File: src/core/rtc_lock_pkg.sv
// Purpose: shared constants and types for the clock status and write-lock block
// Assumes: 32-bit AXI4-Lite register bus, byte addresses
// Notes: offsets other than status and lock are local choices
package rtc_lock_pkg;
  localparam logic [7:0] seconds_off = 8'h00;
  localparam logic [7:0] prescaler_off = 8'h04;
  localparam logic [7:0] alarm_off = 8'h08;
  localparam logic [7:0] compensation_off = 8'h0c;
  localparam logic [7:0] control_off = 8'h10;
  localparam logic [7:0] clock_status_off = 8'h14;
  localparam logic [7:0] register_write_locks_off = 8'h18;
  localparam logic [7:0] irq_status_off = 8'h1c;
  localparam logic [7:0] irq_mask_off = 8'h20;
  // status bit positions
  localparam int time_invalid_pos = 0;
  localparam int overflow_pos = 1;
  localparam int alarm_pos = 2;
  localparam int counter_enable_pos = 4;
  // lock bit positions
  localparam int compensation_lock_pos = 3;
  localparam int controlreg_lock_pos = 4;
  localparam int statusreg_lock_pos = 5;
  localparam int lockreg_lock_pos = 6;
  // control bit positions
  localparam int software_reset_pos = 0;
  localparam int update_mode_pos = 3;
  localparam logic [15:0] prescaler_reset = 16'h0000;
  localparam logic [31:0] seconds_reset = 32'h0000_0000;
  localparam logic [3:0] locks_reset = 4'hf;
  localparam logic [31:0] lock_fixed_ones = 32'h0000_0087;
  // prescaler bit whose falling edge advances seconds
  localparam int seconds_tick_pos = 14;
  // oscillator rate and system clock rate
  localparam int osc_hz = 32768;
  localparam int clk_hz = 125000000;
  localparam logic [1:0] resp_okay = 2'b00;
  localparam logic [1:0] resp_slverr = 2'b10;

  typedef struct packed {
    logic counter_enable_bit;
    logic alarm_flag;
    logic overflow_flag;
    logic time_invalid_flag;
  } status_s;

  typedef struct packed {
    logic lockreg_lock_bit;
    logic statusreg_lock_bit;
    logic controlreg_lock_bit;
    logic compensation_lock_bit;
  } locks_s;
endpackage

File: src/core/rtc_lock.sv
// Purpose: clock status flags, counters gating and register write locks
// Assumes: one clock aclk, synchronous active-low reset aresetn
// Notes: the 32.768 kHz tick is a fractional divider enable on aclk
//
// The AXI4-Lite slave port was chosen for this implementation.
`timescale 1ns/1ps

// How it works
// [RULE1] enable clear: counters writable, held still
// [RULE2] enable set: counter writes ignored, counters advance
// [RULE3] alarm flag sets when alarm equals seconds and seconds advances
// [RULE4] any alarm register write clears the alarm flag
// [RULE5] overflow flag sets when enabled seconds wraps past maximum
// [RULE6] overflow set: counters stop and read zero
// [RULE7] time-invalid flag is one after power-on or software reset
// [RULE8] time-invalid set: counters stop and read zero
// [RULE9] seconds write with enable clear clears overflow and invalid flags
// [RULE10] status bits 31..5 and 3 read zero
// [RULE11] lock register writes ignored while its lock bit is zero
// [RULE12] status register writes ignored while its lock bit is zero
// [RULE13] control writes ignored when locked; relocks only at power-on
// [RULE14] compensation writes ignored while its lock bit is zero
// [RULE15] other lock bits return to one only by either reset
// [RULE16] lock bit 7 and 2..0 read one, 31..8 read zero
// [RULE17] software reset bit reinitialises all but itself and the control lock
// [RULE18] update mode lets enable be written despite locked status
// [RULE19] software can only clear lock bits, never set them
module rtc_lock (
  input wire logic aclk,
  input wire logic aresetn,
  input wire logic [7:0] s_axi_awaddr,
  input wire logic s_axi_awvalid,
  output logic s_axi_awready,
  input wire logic [31:0] s_axi_wdata,
  input wire logic [3:0] s_axi_wstrb,
  input wire logic s_axi_wvalid,
  output logic s_axi_wready,
  output logic [1:0] s_axi_bresp,
  output logic s_axi_bvalid,
  input wire logic s_axi_bready,
  input wire logic [7:0] s_axi_araddr,
  input wire logic s_axi_arvalid,
  output logic s_axi_arready,
  output logic [31:0] s_axi_rdata,
  output logic [1:0] s_axi_rresp,
  output logic s_axi_rvalid,
  input wire logic s_axi_rready,
  output logic irq,
  output logic [7:0] compensation_value,
  output logic [31:0] control_value
);
  // fractional accumulator step for the oscillator tick
  localparam logic [31:0] tick_step = 32'(rtc_lock_pkg::osc_hz);
  localparam logic [31:0] tick_limit = 32'(rtc_lock_pkg::clk_hz);

  logic [31:0] seconds_reg;
  logic [15:0] prescaler_reg;
  logic [31:0] alarm_reg;
  logic [7:0] compensation_reg;
  logic [31:0] control_reg;
  rtc_lock_pkg::status_s status_reg;
  rtc_lock_pkg::locks_s locks_reg;
  logic controlreg_lock_reg;
  logic [2:0] irq_status_reg;
  logic [2:0] irq_mask_reg;
  logic [31:0] tick_acc_reg;
  logic tick;
  logic soft_rst;
  logic running;
  logic [15:0] prescaler_next;
  logic seconds_step;
  logic alarm_hit;
  logic wrap_hit;

  // write channel capture
  logic aw_held_reg;
  logic w_held_reg;
  logic [7:0] waddr_reg;
  logic [31:0] wdata_reg;
  logic [3:0] wstrb_reg;
  logic wr_go;
  logic [31:0] wmask;

  // software reset is control bit 0; it reinitialises the registers but that bit and the control lock
  assign soft_rst = control_reg[rtc_lock_pkg::software_reset_pos];

  // divider: one-cycle enable at the oscillator rate
  always_ff @(posedge aclk) begin
    if (!aresetn) begin
      tick_acc_reg <= 32'h0000_0000;
    end else if (tick_acc_reg + tick_step >= tick_limit) begin
      tick_acc_reg <= tick_acc_reg + tick_step - tick_limit;
    end else begin
      tick_acc_reg <= tick_acc_reg + tick_step;
    end
  end
  assign tick = (tick_acc_reg + tick_step >= tick_limit);

  // counting only with enable set and both stop flags clear
  assign running = status_reg.counter_enable_bit && !status_reg.overflow_flag &&
                   !status_reg.time_invalid_flag; // [RULE2] [RULE6] [RULE8]
  assign prescaler_next = prescaler_reg + 16'h0001;
  // seconds advance on the falling edge of the tick bit
  assign seconds_step = running && tick && prescaler_reg[rtc_lock_pkg::seconds_tick_pos] &&
                        !prescaler_next[rtc_lock_pkg::seconds_tick_pos];
  assign alarm_hit = seconds_step && (alarm_reg == seconds_reg); // [RULE3]
  assign wrap_hit = seconds_step && (seconds_reg == 32'hffff_ffff); // [RULE5]

  // write handshake: address and data accepted in either order
  assign s_axi_awready = !aw_held_reg && !s_axi_bvalid;
  assign s_axi_wready = !w_held_reg && !s_axi_bvalid;
  assign wr_go = aw_held_reg && w_held_reg && !s_axi_bvalid;

  always_ff @(posedge aclk) begin
    if (!aresetn) begin
      aw_held_reg <= 1'b0;
      waddr_reg <= 8'h00;
    end else if (s_axi_awvalid && s_axi_awready) begin
      aw_held_reg <= 1'b1;
      waddr_reg <= s_axi_awaddr;
    end else if (wr_go) begin
      aw_held_reg <= 1'b0;
    end
  end

  always_ff @(posedge aclk) begin
    if (!aresetn) begin
      w_held_reg <= 1'b0;
      wdata_reg <= 32'h0000_0000;
      wstrb_reg <= 4'h0;
    end else if (s_axi_wvalid && s_axi_wready) begin
      w_held_reg <= 1'b1;
      wdata_reg <= s_axi_wdata;
      wstrb_reg <= s_axi_wstrb;
    end else if (wr_go) begin
      w_held_reg <= 1'b0;
    end
  end

  // byte strobes widened to a bit mask
  genvar gi;
  generate
    for (gi = 0; gi < 4; gi++) begin : g_strb
      assign wmask[gi*8 +: 8] = {8{wstrb_reg[gi]}};
    end
  endgenerate

  // write response, unmapped offsets answer slverr
  always_ff @(posedge aclk) begin
    if (!aresetn) begin
      s_axi_bvalid <= 1'b0;
      s_axi_bresp <= rtc_lock_pkg::resp_okay;
    end else if (wr_go) begin
      s_axi_bvalid <= 1'b1;
      s_axi_bresp <= (waddr_reg[7:2] > rtc_lock_pkg::irq_mask_off[7:2]) ?
                     rtc_lock_pkg::resp_slverr : rtc_lock_pkg::resp_okay;
    end else if (s_axi_bready) begin
      s_axi_bvalid <= 1'b0;
    end
  end

  function automatic logic hit(input logic [7:0] off);
    hit = wr_go && (waddr_reg[7:2] == off[7:2]);
  endfunction

  function automatic logic [31:0] merge(input logic [31:0] old, input logic [31:0] m,
                                        input logic [31:0] d);
    merge = (old & ~m) | (d & m);
  endfunction

  // control register, software reset bit survives its own reset
  always_ff @(posedge aclk) begin
    if (!aresetn) begin
      control_reg <= 32'h0000_0000;
    end else if (hit(rtc_lock_pkg::control_off) && controlreg_lock_reg) begin // [RULE13]
      control_reg <= merge(control_reg, wmask, wdata_reg);
    end else if (soft_rst) begin
      control_reg <= control_reg & (32'h1 << rtc_lock_pkg::software_reset_pos); // [RULE17]
    end
  end

  // control lock only returns with power-on reset
  always_ff @(posedge aclk) begin
    if (!aresetn) begin
      controlreg_lock_reg <= 1'b1;
    end else if (hit(rtc_lock_pkg::register_write_locks_off) && locks_reg.lockreg_lock_bit &&
                 wmask[rtc_lock_pkg::controlreg_lock_pos] &&
                 !wdata_reg[rtc_lock_pkg::controlreg_lock_pos]) begin // [RULE11] [RULE19]
      controlreg_lock_reg <= 1'b0; // [RULE13]
    end
  end

  // remaining lock bits: clear only, relock on either reset
  always_ff @(posedge aclk) begin
    if (!aresetn || soft_rst) begin
      locks_reg <= rtc_lock_pkg::locks_reset; // [RULE15]
    end else if (hit(rtc_lock_pkg::register_write_locks_off) &&
                 locks_reg.lockreg_lock_bit) begin // [RULE11]
      locks_reg.lockreg_lock_bit <= locks_reg.lockreg_lock_bit &
                                    (wdata_reg[rtc_lock_pkg::lockreg_lock_pos] |
                                     !wmask[rtc_lock_pkg::lockreg_lock_pos]); // [RULE19]
      locks_reg.statusreg_lock_bit <= locks_reg.statusreg_lock_bit &
                                      (wdata_reg[rtc_lock_pkg::statusreg_lock_pos] |
                                       !wmask[rtc_lock_pkg::statusreg_lock_pos]); // [RULE19]
      locks_reg.compensation_lock_bit <= locks_reg.compensation_lock_bit &
                                         (wdata_reg[rtc_lock_pkg::compensation_lock_pos] |
                                          !wmask[rtc_lock_pkg::compensation_lock_pos]);
    end
  end

  // compensation and alarm registers
  always_ff @(posedge aclk) begin
    if (!aresetn || soft_rst) begin
      compensation_reg <= 8'h00;
    end else if (hit(rtc_lock_pkg::compensation_off) && locks_reg.compensation_lock_bit &&
                 wmask[0]) begin // [RULE14]
      compensation_reg <= wdata_reg[7:0];
    end
  end

  always_ff @(posedge aclk) begin
    if (!aresetn || soft_rst) begin
      alarm_reg <= 32'h0000_0000;
    end else if (hit(rtc_lock_pkg::alarm_off)) begin
      alarm_reg <= merge(alarm_reg, wmask, wdata_reg);
    end
  end

  // time counters: written only with enable clear, else advance
  always_ff @(posedge aclk) begin
    if (!aresetn || soft_rst) begin
      prescaler_reg <= rtc_lock_pkg::prescaler_reset;
    end else if (hit(rtc_lock_pkg::prescaler_off) && !status_reg.counter_enable_bit) begin
      // only the low half of the bus word maps onto the prescaler
      prescaler_reg <= (prescaler_reg & ~wmask[15:0]) |
                       (wdata_reg[15:0] & wmask[15:0]); // [RULE1]
    end else if (running && tick) begin
      prescaler_reg <= prescaler_next; // [RULE2]
    end
  end

  always_ff @(posedge aclk) begin
    if (!aresetn || soft_rst) begin
      seconds_reg <= rtc_lock_pkg::seconds_reset;
    end else if (hit(rtc_lock_pkg::seconds_off) && !status_reg.counter_enable_bit) begin
      seconds_reg <= merge(seconds_reg, wmask, wdata_reg); // [RULE1]
    end else if (seconds_step) begin
      seconds_reg <= seconds_reg + 32'h0000_0001; // [RULE2]
    end
  end

  // status flags; hardware set beats software clear
  always_ff @(posedge aclk) begin
    if (!aresetn || soft_rst) begin
      status_reg <= 4'b0001; // [RULE7]
    end else begin
      // only the enable is software writable; flags move by hardware, seconds loads and alarm writes
      if ((hit(rtc_lock_pkg::clock_status_off) && wmask[rtc_lock_pkg::counter_enable_pos]) &&
          (locks_reg.statusreg_lock_bit ||
           (control_reg[rtc_lock_pkg::update_mode_pos] &&
            (status_reg.overflow_flag || status_reg.time_invalid_flag ||
             !status_reg.counter_enable_bit)))) begin // [RULE12] [RULE18]
        status_reg.counter_enable_bit <= wdata_reg[rtc_lock_pkg::counter_enable_pos];
      end
      if (alarm_hit) begin
        status_reg.alarm_flag <= 1'b1; // [RULE3]
      end else if (hit(rtc_lock_pkg::alarm_off)) begin
        status_reg.alarm_flag <= 1'b0; // [RULE4]
      end
      if (wrap_hit) begin
        status_reg.overflow_flag <= 1'b1; // [RULE5]
      end else if (hit(rtc_lock_pkg::seconds_off) && !status_reg.counter_enable_bit) begin
        status_reg.overflow_flag <= 1'b0; // [RULE9]
      end
      if (hit(rtc_lock_pkg::seconds_off) && !status_reg.counter_enable_bit) begin
        status_reg.time_invalid_flag <= 1'b0; // [RULE9]
      end
    end
  end

  // sticky interrupt status {alarm, overflow, invalid}, write one to clear
  always_ff @(posedge aclk) begin
    if (!aresetn || soft_rst) begin
      irq_status_reg <= 3'b001;
    end else begin
      irq_status_reg <= (irq_status_reg & ~((hit(rtc_lock_pkg::irq_status_off)) ?
                         (wdata_reg[2:0] & wmask[2:0]) : 3'b000)) |
                        {alarm_hit, wrap_hit, 1'b0};
    end
  end

  always_ff @(posedge aclk) begin
    if (!aresetn || soft_rst) begin
      irq_mask_reg <= 3'b000;
    end else if (hit(rtc_lock_pkg::irq_mask_off)) begin
      // one enable per sticky bit, a zero byte strobe keeps them
      irq_mask_reg <= (irq_mask_reg & ~wmask[2:0]) | (wdata_reg[2:0] & wmask[2:0]);
    end
  end

  // level interrupt and register copies for the rest of the chip
  assign irq = |(irq_status_reg & irq_mask_reg);
  assign compensation_value = compensation_reg;
  assign control_value = control_reg;

  // read channel: one read at a time, data from flip-flops
  assign s_axi_arready = !s_axi_rvalid;

  always_ff @(posedge aclk) begin
    if (!aresetn) begin
      s_axi_rvalid <= 1'b0;
      s_axi_rdata <= 32'h0000_0000;
      s_axi_rresp <= rtc_lock_pkg::resp_okay;
    end else if (s_axi_arvalid && s_axi_arready) begin
      s_axi_rvalid <= 1'b1;
      s_axi_rresp <= rtc_lock_pkg::resp_okay;
      unique case (s_axi_araddr[7:2])
        rtc_lock_pkg::seconds_off[7:2]:
          s_axi_rdata <= (status_reg.overflow_flag || status_reg.time_invalid_flag) ?
                         32'h0000_0000 : seconds_reg; // [RULE6] [RULE8]
        rtc_lock_pkg::prescaler_off[7:2]:
          s_axi_rdata <= (status_reg.overflow_flag || status_reg.time_invalid_flag) ?
                         32'h0000_0000 : {16'h0000, prescaler_reg}; // [RULE6] [RULE8]
        rtc_lock_pkg::alarm_off[7:2]: s_axi_rdata <= alarm_reg;
        rtc_lock_pkg::compensation_off[7:2]: s_axi_rdata <= {24'h000000, compensation_reg};
        rtc_lock_pkg::control_off[7:2]: s_axi_rdata <= control_reg;
        rtc_lock_pkg::clock_status_off[7:2]:
          s_axi_rdata <= {27'h0, status_reg.counter_enable_bit, 1'b0, status_reg.alarm_flag,
                          status_reg.overflow_flag, status_reg.time_invalid_flag}; // [RULE10]
        rtc_lock_pkg::register_write_locks_off[7:2]:
          s_axi_rdata <= rtc_lock_pkg::lock_fixed_ones |
                         {25'h0, locks_reg.lockreg_lock_bit, locks_reg.statusreg_lock_bit,
                          controlreg_lock_reg, locks_reg.compensation_lock_bit,
                          3'b000}; // [RULE16]
        rtc_lock_pkg::irq_status_off[7:2]: s_axi_rdata <= {29'h0, irq_status_reg};
        rtc_lock_pkg::irq_mask_off[7:2]: s_axi_rdata <= {29'h0, irq_mask_reg};
        default: begin
          s_axi_rdata <= 32'h0000_0000;
          s_axi_rresp <= rtc_lock_pkg::resp_slverr;
        end
      endcase
    end else if (s_axi_rready) begin
      s_axi_rvalid <= 1'b0;
    end
  end
endmodule

File: config.mk
export PLATFORM = sky130hd
export DESIGN_NAME = rtc_lock
export DESIGN_NICKNAME = d
export VERILOG_FILES = /design/src/core/rtc_lock_pkg.sv /design/src/core/rtc_lock.sv
export SDC_FILE = /design/constraint.sdc
export NUM_CORES = 1
export LEC_CHECK = 0
export ABC_CLOCK_PERIOD_IN_PS = 4000
export BUFFER_PORTS_ARGS = -buffer_cell sky130_fd_sc_hd__buf_2
export CORE_UTILIZATION = 40
export CTS_BUF_LIST = sky130_fd_sc_hd__clkbuf_16
export DETAILED_ROUTE_END_ITERATION = 10
export HOLD_SLACK_MARGIN = 0.05
export SLEW_MARGIN = 5
export SYNTH_ARGS = -nofsm -noshare
export SYNTH_HDL_FRONTEND = slang
export SYNTH_SLANG_ARGS = --single-unit
File: constraint.sdc
create_clock -name aclk -period 4 [get_ports aclk]
set_input_delay 0.4 -clock aclk [delete_from_list [all_inputs] [get_ports aclk]]
set_output_delay 0.4 -clock aclk [all_outputs]
set_load 0.03 [all_outputs]
==> results.py <==
metrics = {
    "floorplanning": {
        "design.die.area_um2": 30500,
        "io_pins": 141,
        "die_h_um": 175,
        "die_x_um": 175,
        "initial_core_util": 0.411,
        "coreArea_um2": 29000,
        "num_rows": 62,
    },
    "setup_path": {
        "r2r-start": "tick_acc_reg[16]$_SDFF_PN0_",
        "critical_path.slowest_cell": "or2_2",
        "cp_cell_sequence": "ha_1 -> nand3_2 -> nor4_1 -> xnor2_1 -> o21a_1 -> nand3_2 -> or2_2 -> a21boi_4 -> nor2_1 -> o221a_2",
        "cp.required_ps": 4440,
        "crit_top_cell": "nand3_2",
        "worstPathArrival_ps": 3960,
        "reg2reg_depth": 10,
        "start_kind": "flip-flop",
        "critical_path.max_stage_delay_ps": 580,
        "endpoint_kind": "flip-flop",
        "critical_path_class": "reg2reg",
        "r2r_setup_slack_ps": 490,
        "setup.worst_path.start": "tick_acc_reg[16]$_SDFF_PN0_",
        "cp_max_fo": 26,
    },
    "clock_tree": {
        "cts.path.max_buffers": 3,
        "post-cts-setup-buffers": 0,
        "cts_sinks": 240,
        "htree_num_levels": 1,
        "hold_buffers": 1,
        "cts_resized": 0,
        "numCtsBuffers": 27,
        "ctsRootBufferMaster": "clkbuf_16",
        "clkLatencyLatePin_ps": 550,
        "path_clk_slew_ps": 60,
        "cts_tree": "built",
    },
    "worst_hold_path": {
        "hold_path_depth": 3,
        "min_path_type": "in2reg",
    },
    "timing": {
        "finalSetupViolCount": 0,
        "skew_ps": 15.8,
        "rsz0062_at_grt": "no",
        "fmax_ghz": 0.285,
        "fin_setup_tns_ps": 0,
        "period_share": 0.879,
        "relSlewSlack": 0.356,
        "drv_slew": 0,
        "tightest_slew_ps": 964,
        "finalHoldViolCount": 0,
        "fin_crit_ps": 3510,
    },
    "cells_and_area": {
        "ff_latch_area_um2": 4800,
        "final_nets": 1658,
        "final_cell_mix": "dfxtp_1, nand2_1, a21oi_1",
        "drive_gt1_frac": 0.148,
        "fill_cells": 2957,
        "multi_input_area_um2": 6560,
        "antenna_cells": 0,
        "layout_commonest_cell": "dfxtp_1",
        "syn2layout_area_growth_pct": 14.5,
        "final_core_util": 0.470,
    },
    "power": {
        "leakagePower_nw": 4.91,
        "peakVddDrop_mv": 0.272,
        "p_per_area_nw_per_um2": 459,
    },
    "placement": {
        "hpwl_mm": 27.3,
        "place_congestion": 0.895,
        "io_buffers": 134,
    },
    "global_routing": {
        "grt_pass1_wl_mm": 60.0,
        "antenna_found_initial": 1,
        "grt_max_degree": 61,
        "grtUsageTotal": 0.247,
        "grt_pass1_vias": 10600,
        "gr-total-overflow": 0,
    },
    "synth": {
        "synth_warnings": 0,
        "async_reset_ff_frac": 0,
        "ys_ff_latch": 240,
        "synth.avg_cell_area_um2": 7.85,
        "synth.distinct_cells": 81,
        "syn_area_um2": 11900,
        "ys.flop_type": "dfxtp_1",
        "synthCells": 1518,
        "yosysSeqAreaShare": 0.403,
        "synth_enable_flop_cells": 0,
    },
    "detailed_routing": {
        "drtPass1Iterations": 7,
        "drc": 0,
        "vias": 11700,
        "vias_per_cell": 5.85,
        "drt_iter0_markers": 1299,
        "wl_mm": 38.8,
        "ant_nets": 0,
        "routedWlPerCell_um": 19.4,
    },
    "job": {
        "cap_violations": 0,
    },
    "run_status": {
        "status": "finished, final reports clean",
    },
}
[worst min-delay path by stage]
stage	from	end	slack, ps
2_1_floorplan	irq_status_reg[0]$_SDFF_PP1_	irq_status_reg[0]$_SDFF_PP1_	430
3_3_place_gp	status_reg[0]$_SDFFE_PP1P_	status_reg[0]$_SDFFE_PP1P_	450
3_5_place_dp	status_reg[0]$_SDFFE_PP1P_	status_reg[0]$_SDFFE_PP1P_	460
4_1_cts	s_axi_wdata[8]	wdata_reg[8]$_SDFFE_PN0P_	70
5_1_grt	s_axi_wdata[7]	wdata_reg[7]$_SDFFE_PN0P_	80
6_report	s_axi_wdata[8]	wdata_reg[8]$_SDFFE_PN0P_	80
[cell type report]
cell class | count | share of cell area
clock buffer | 27 | 0.0495
clock inverter | 20 | 0.0116
inverter | 16 | 0.00459
multi-input combinational | 1142 | 0.481
sequential | 240 | 0.352
tap | 384 | 0.0352
timing repair buffer | 165 | 0.0664
[worst max-delay path, delay by kind of cell (launching register included)]
| family | cells | cell delay (ps) |
|---|---|---|
| and+or+nand+nor | 5 | 1390 |
| AOI/OAI and AO/OA | 3 | 850 |
| DFF | 1 | 490 |
| adders and majority gates | 1 | 460 |
| xor gates and xnor gates | 1 | 210 |
[where the power goes]
part           internal [W]  total (W)  switching [W]
combinational      0.000428    0.00110       0.000667
sequential          0.00253    0.00277       0.000236
clock               0.00135    0.00240        0.00104
total               0.00432    0.00626        0.00194
[through the flow]
stage | instances | worst slack, ps | hold slack (ps) | area (um^2) | power [W]
after floorplan | 1519 | 1220 | 434 | 11900 | 0.00362
after global placement | 1946 | 556 | 449 | 12800 | 0.00387
after detailed placement | 1946 | 538 | 459 | 12800 | 0.00390
after CTS | 1994 | 521 | 67.9 | 13600 | 0.00630
after global routing | 1994 | 243 | 80.8 | 13600 | 0.00656
final | 1994 | 485 | 83.4 | 13600 | 0.00626
[synthesized netlist by cell type, types with 4 or more instances]
| cell | instances | share of area |
|---|---|---|
| o21a_1 | 4 | 0.0025 |
| a22oi_1 | 46 | 0.029 |
| xnor2_1 | 55 | 0.040 |
| a211oi_1 | 9 | 0.0057 |
| a41oi_1 | 6 | 0.0044 |
| ha_1 | 7 | 0.0073 |
| o31ai_1 | 5 | 0.0032 |
| a21oi_1 | 174 | 0.073 |
| buf_1 | 4 | 0.0013 |
| and4_1 | 7 | 0.0051 |
| nor3_1 | 25 | 0.010 |
| nor2_1 | 174 | 0.055 |
| a311oi_1 | 8 | 0.0059 |
| mux2i_1 | 19 | 0.016 |
| o22ai_1 | 4 | 0.0021 |
| inv_1 | 16 | 0.0050 |
| nand2_1 | 236 | 0.074 |
| mux2_2 | 5 | 0.0047 |
| nand2b_1 | 8 | 0.0042 |
| nand3_1 | 74 | 0.031 |
| buf_2 | 17 | 0.0071 |
| o21ai_1 | 7 | 0.0029 |
| or3_1 | 10 | 0.0052 |
| mux2_1 | 4 | 0.0038 |
| nand4_1 | 25 | 0.013 |
| nor4_1 | 6 | 0.0032 |
| a221oi_1 | 5 | 0.0037 |
| and3_1 | 23 | 0.012 |
| nor2b_1 | 5 | 0.0026 |
| a222oi_1 | 32 | 0.027 |
| and2_1 | 15 | 0.0079 |
| or2_2 | 4 | 0.0021 |
| dfxtp_1 | 240 | 0.40 |
| xor2_1 | 13 | 0.0096 |
| a31oi_1 | 33 | 0.017 |
| o21ai_0 | 30 | 0.013 |
| clkbuf_1 | 91 | 0.029 |
| buf_4 | 8 | 0.0050 |
[routing by layer]
layer | up-vias | GRT usage | part of all wire
met5 | - | 0 | 0.00034
met2 | 456 | 0.386 | 0.45
met4 | 2 | 0.0982 | 0.040
met1 | 5547 | 0.345 | 0.44
met3 | 87 | 0.0320 | 0.070
li1 | 5578 | - | -
[kinds of logic after synthesis]
logic type                 after synthesis  share of synthesized area
DFF                                    240                      0.403
muxes                                   28                     0.0245
buffers and inverters                  137                     0.0481
AOI/OAI and AO/OA                      398                      0.219
adders and majority gates                7                    0.00735
and+or+nand+nor                        639                      0.247
xor gates and xnor gates                68                     0.0500
other                                    1                   0.000315
Note: power is estimated with default switching activity, not from simulation.
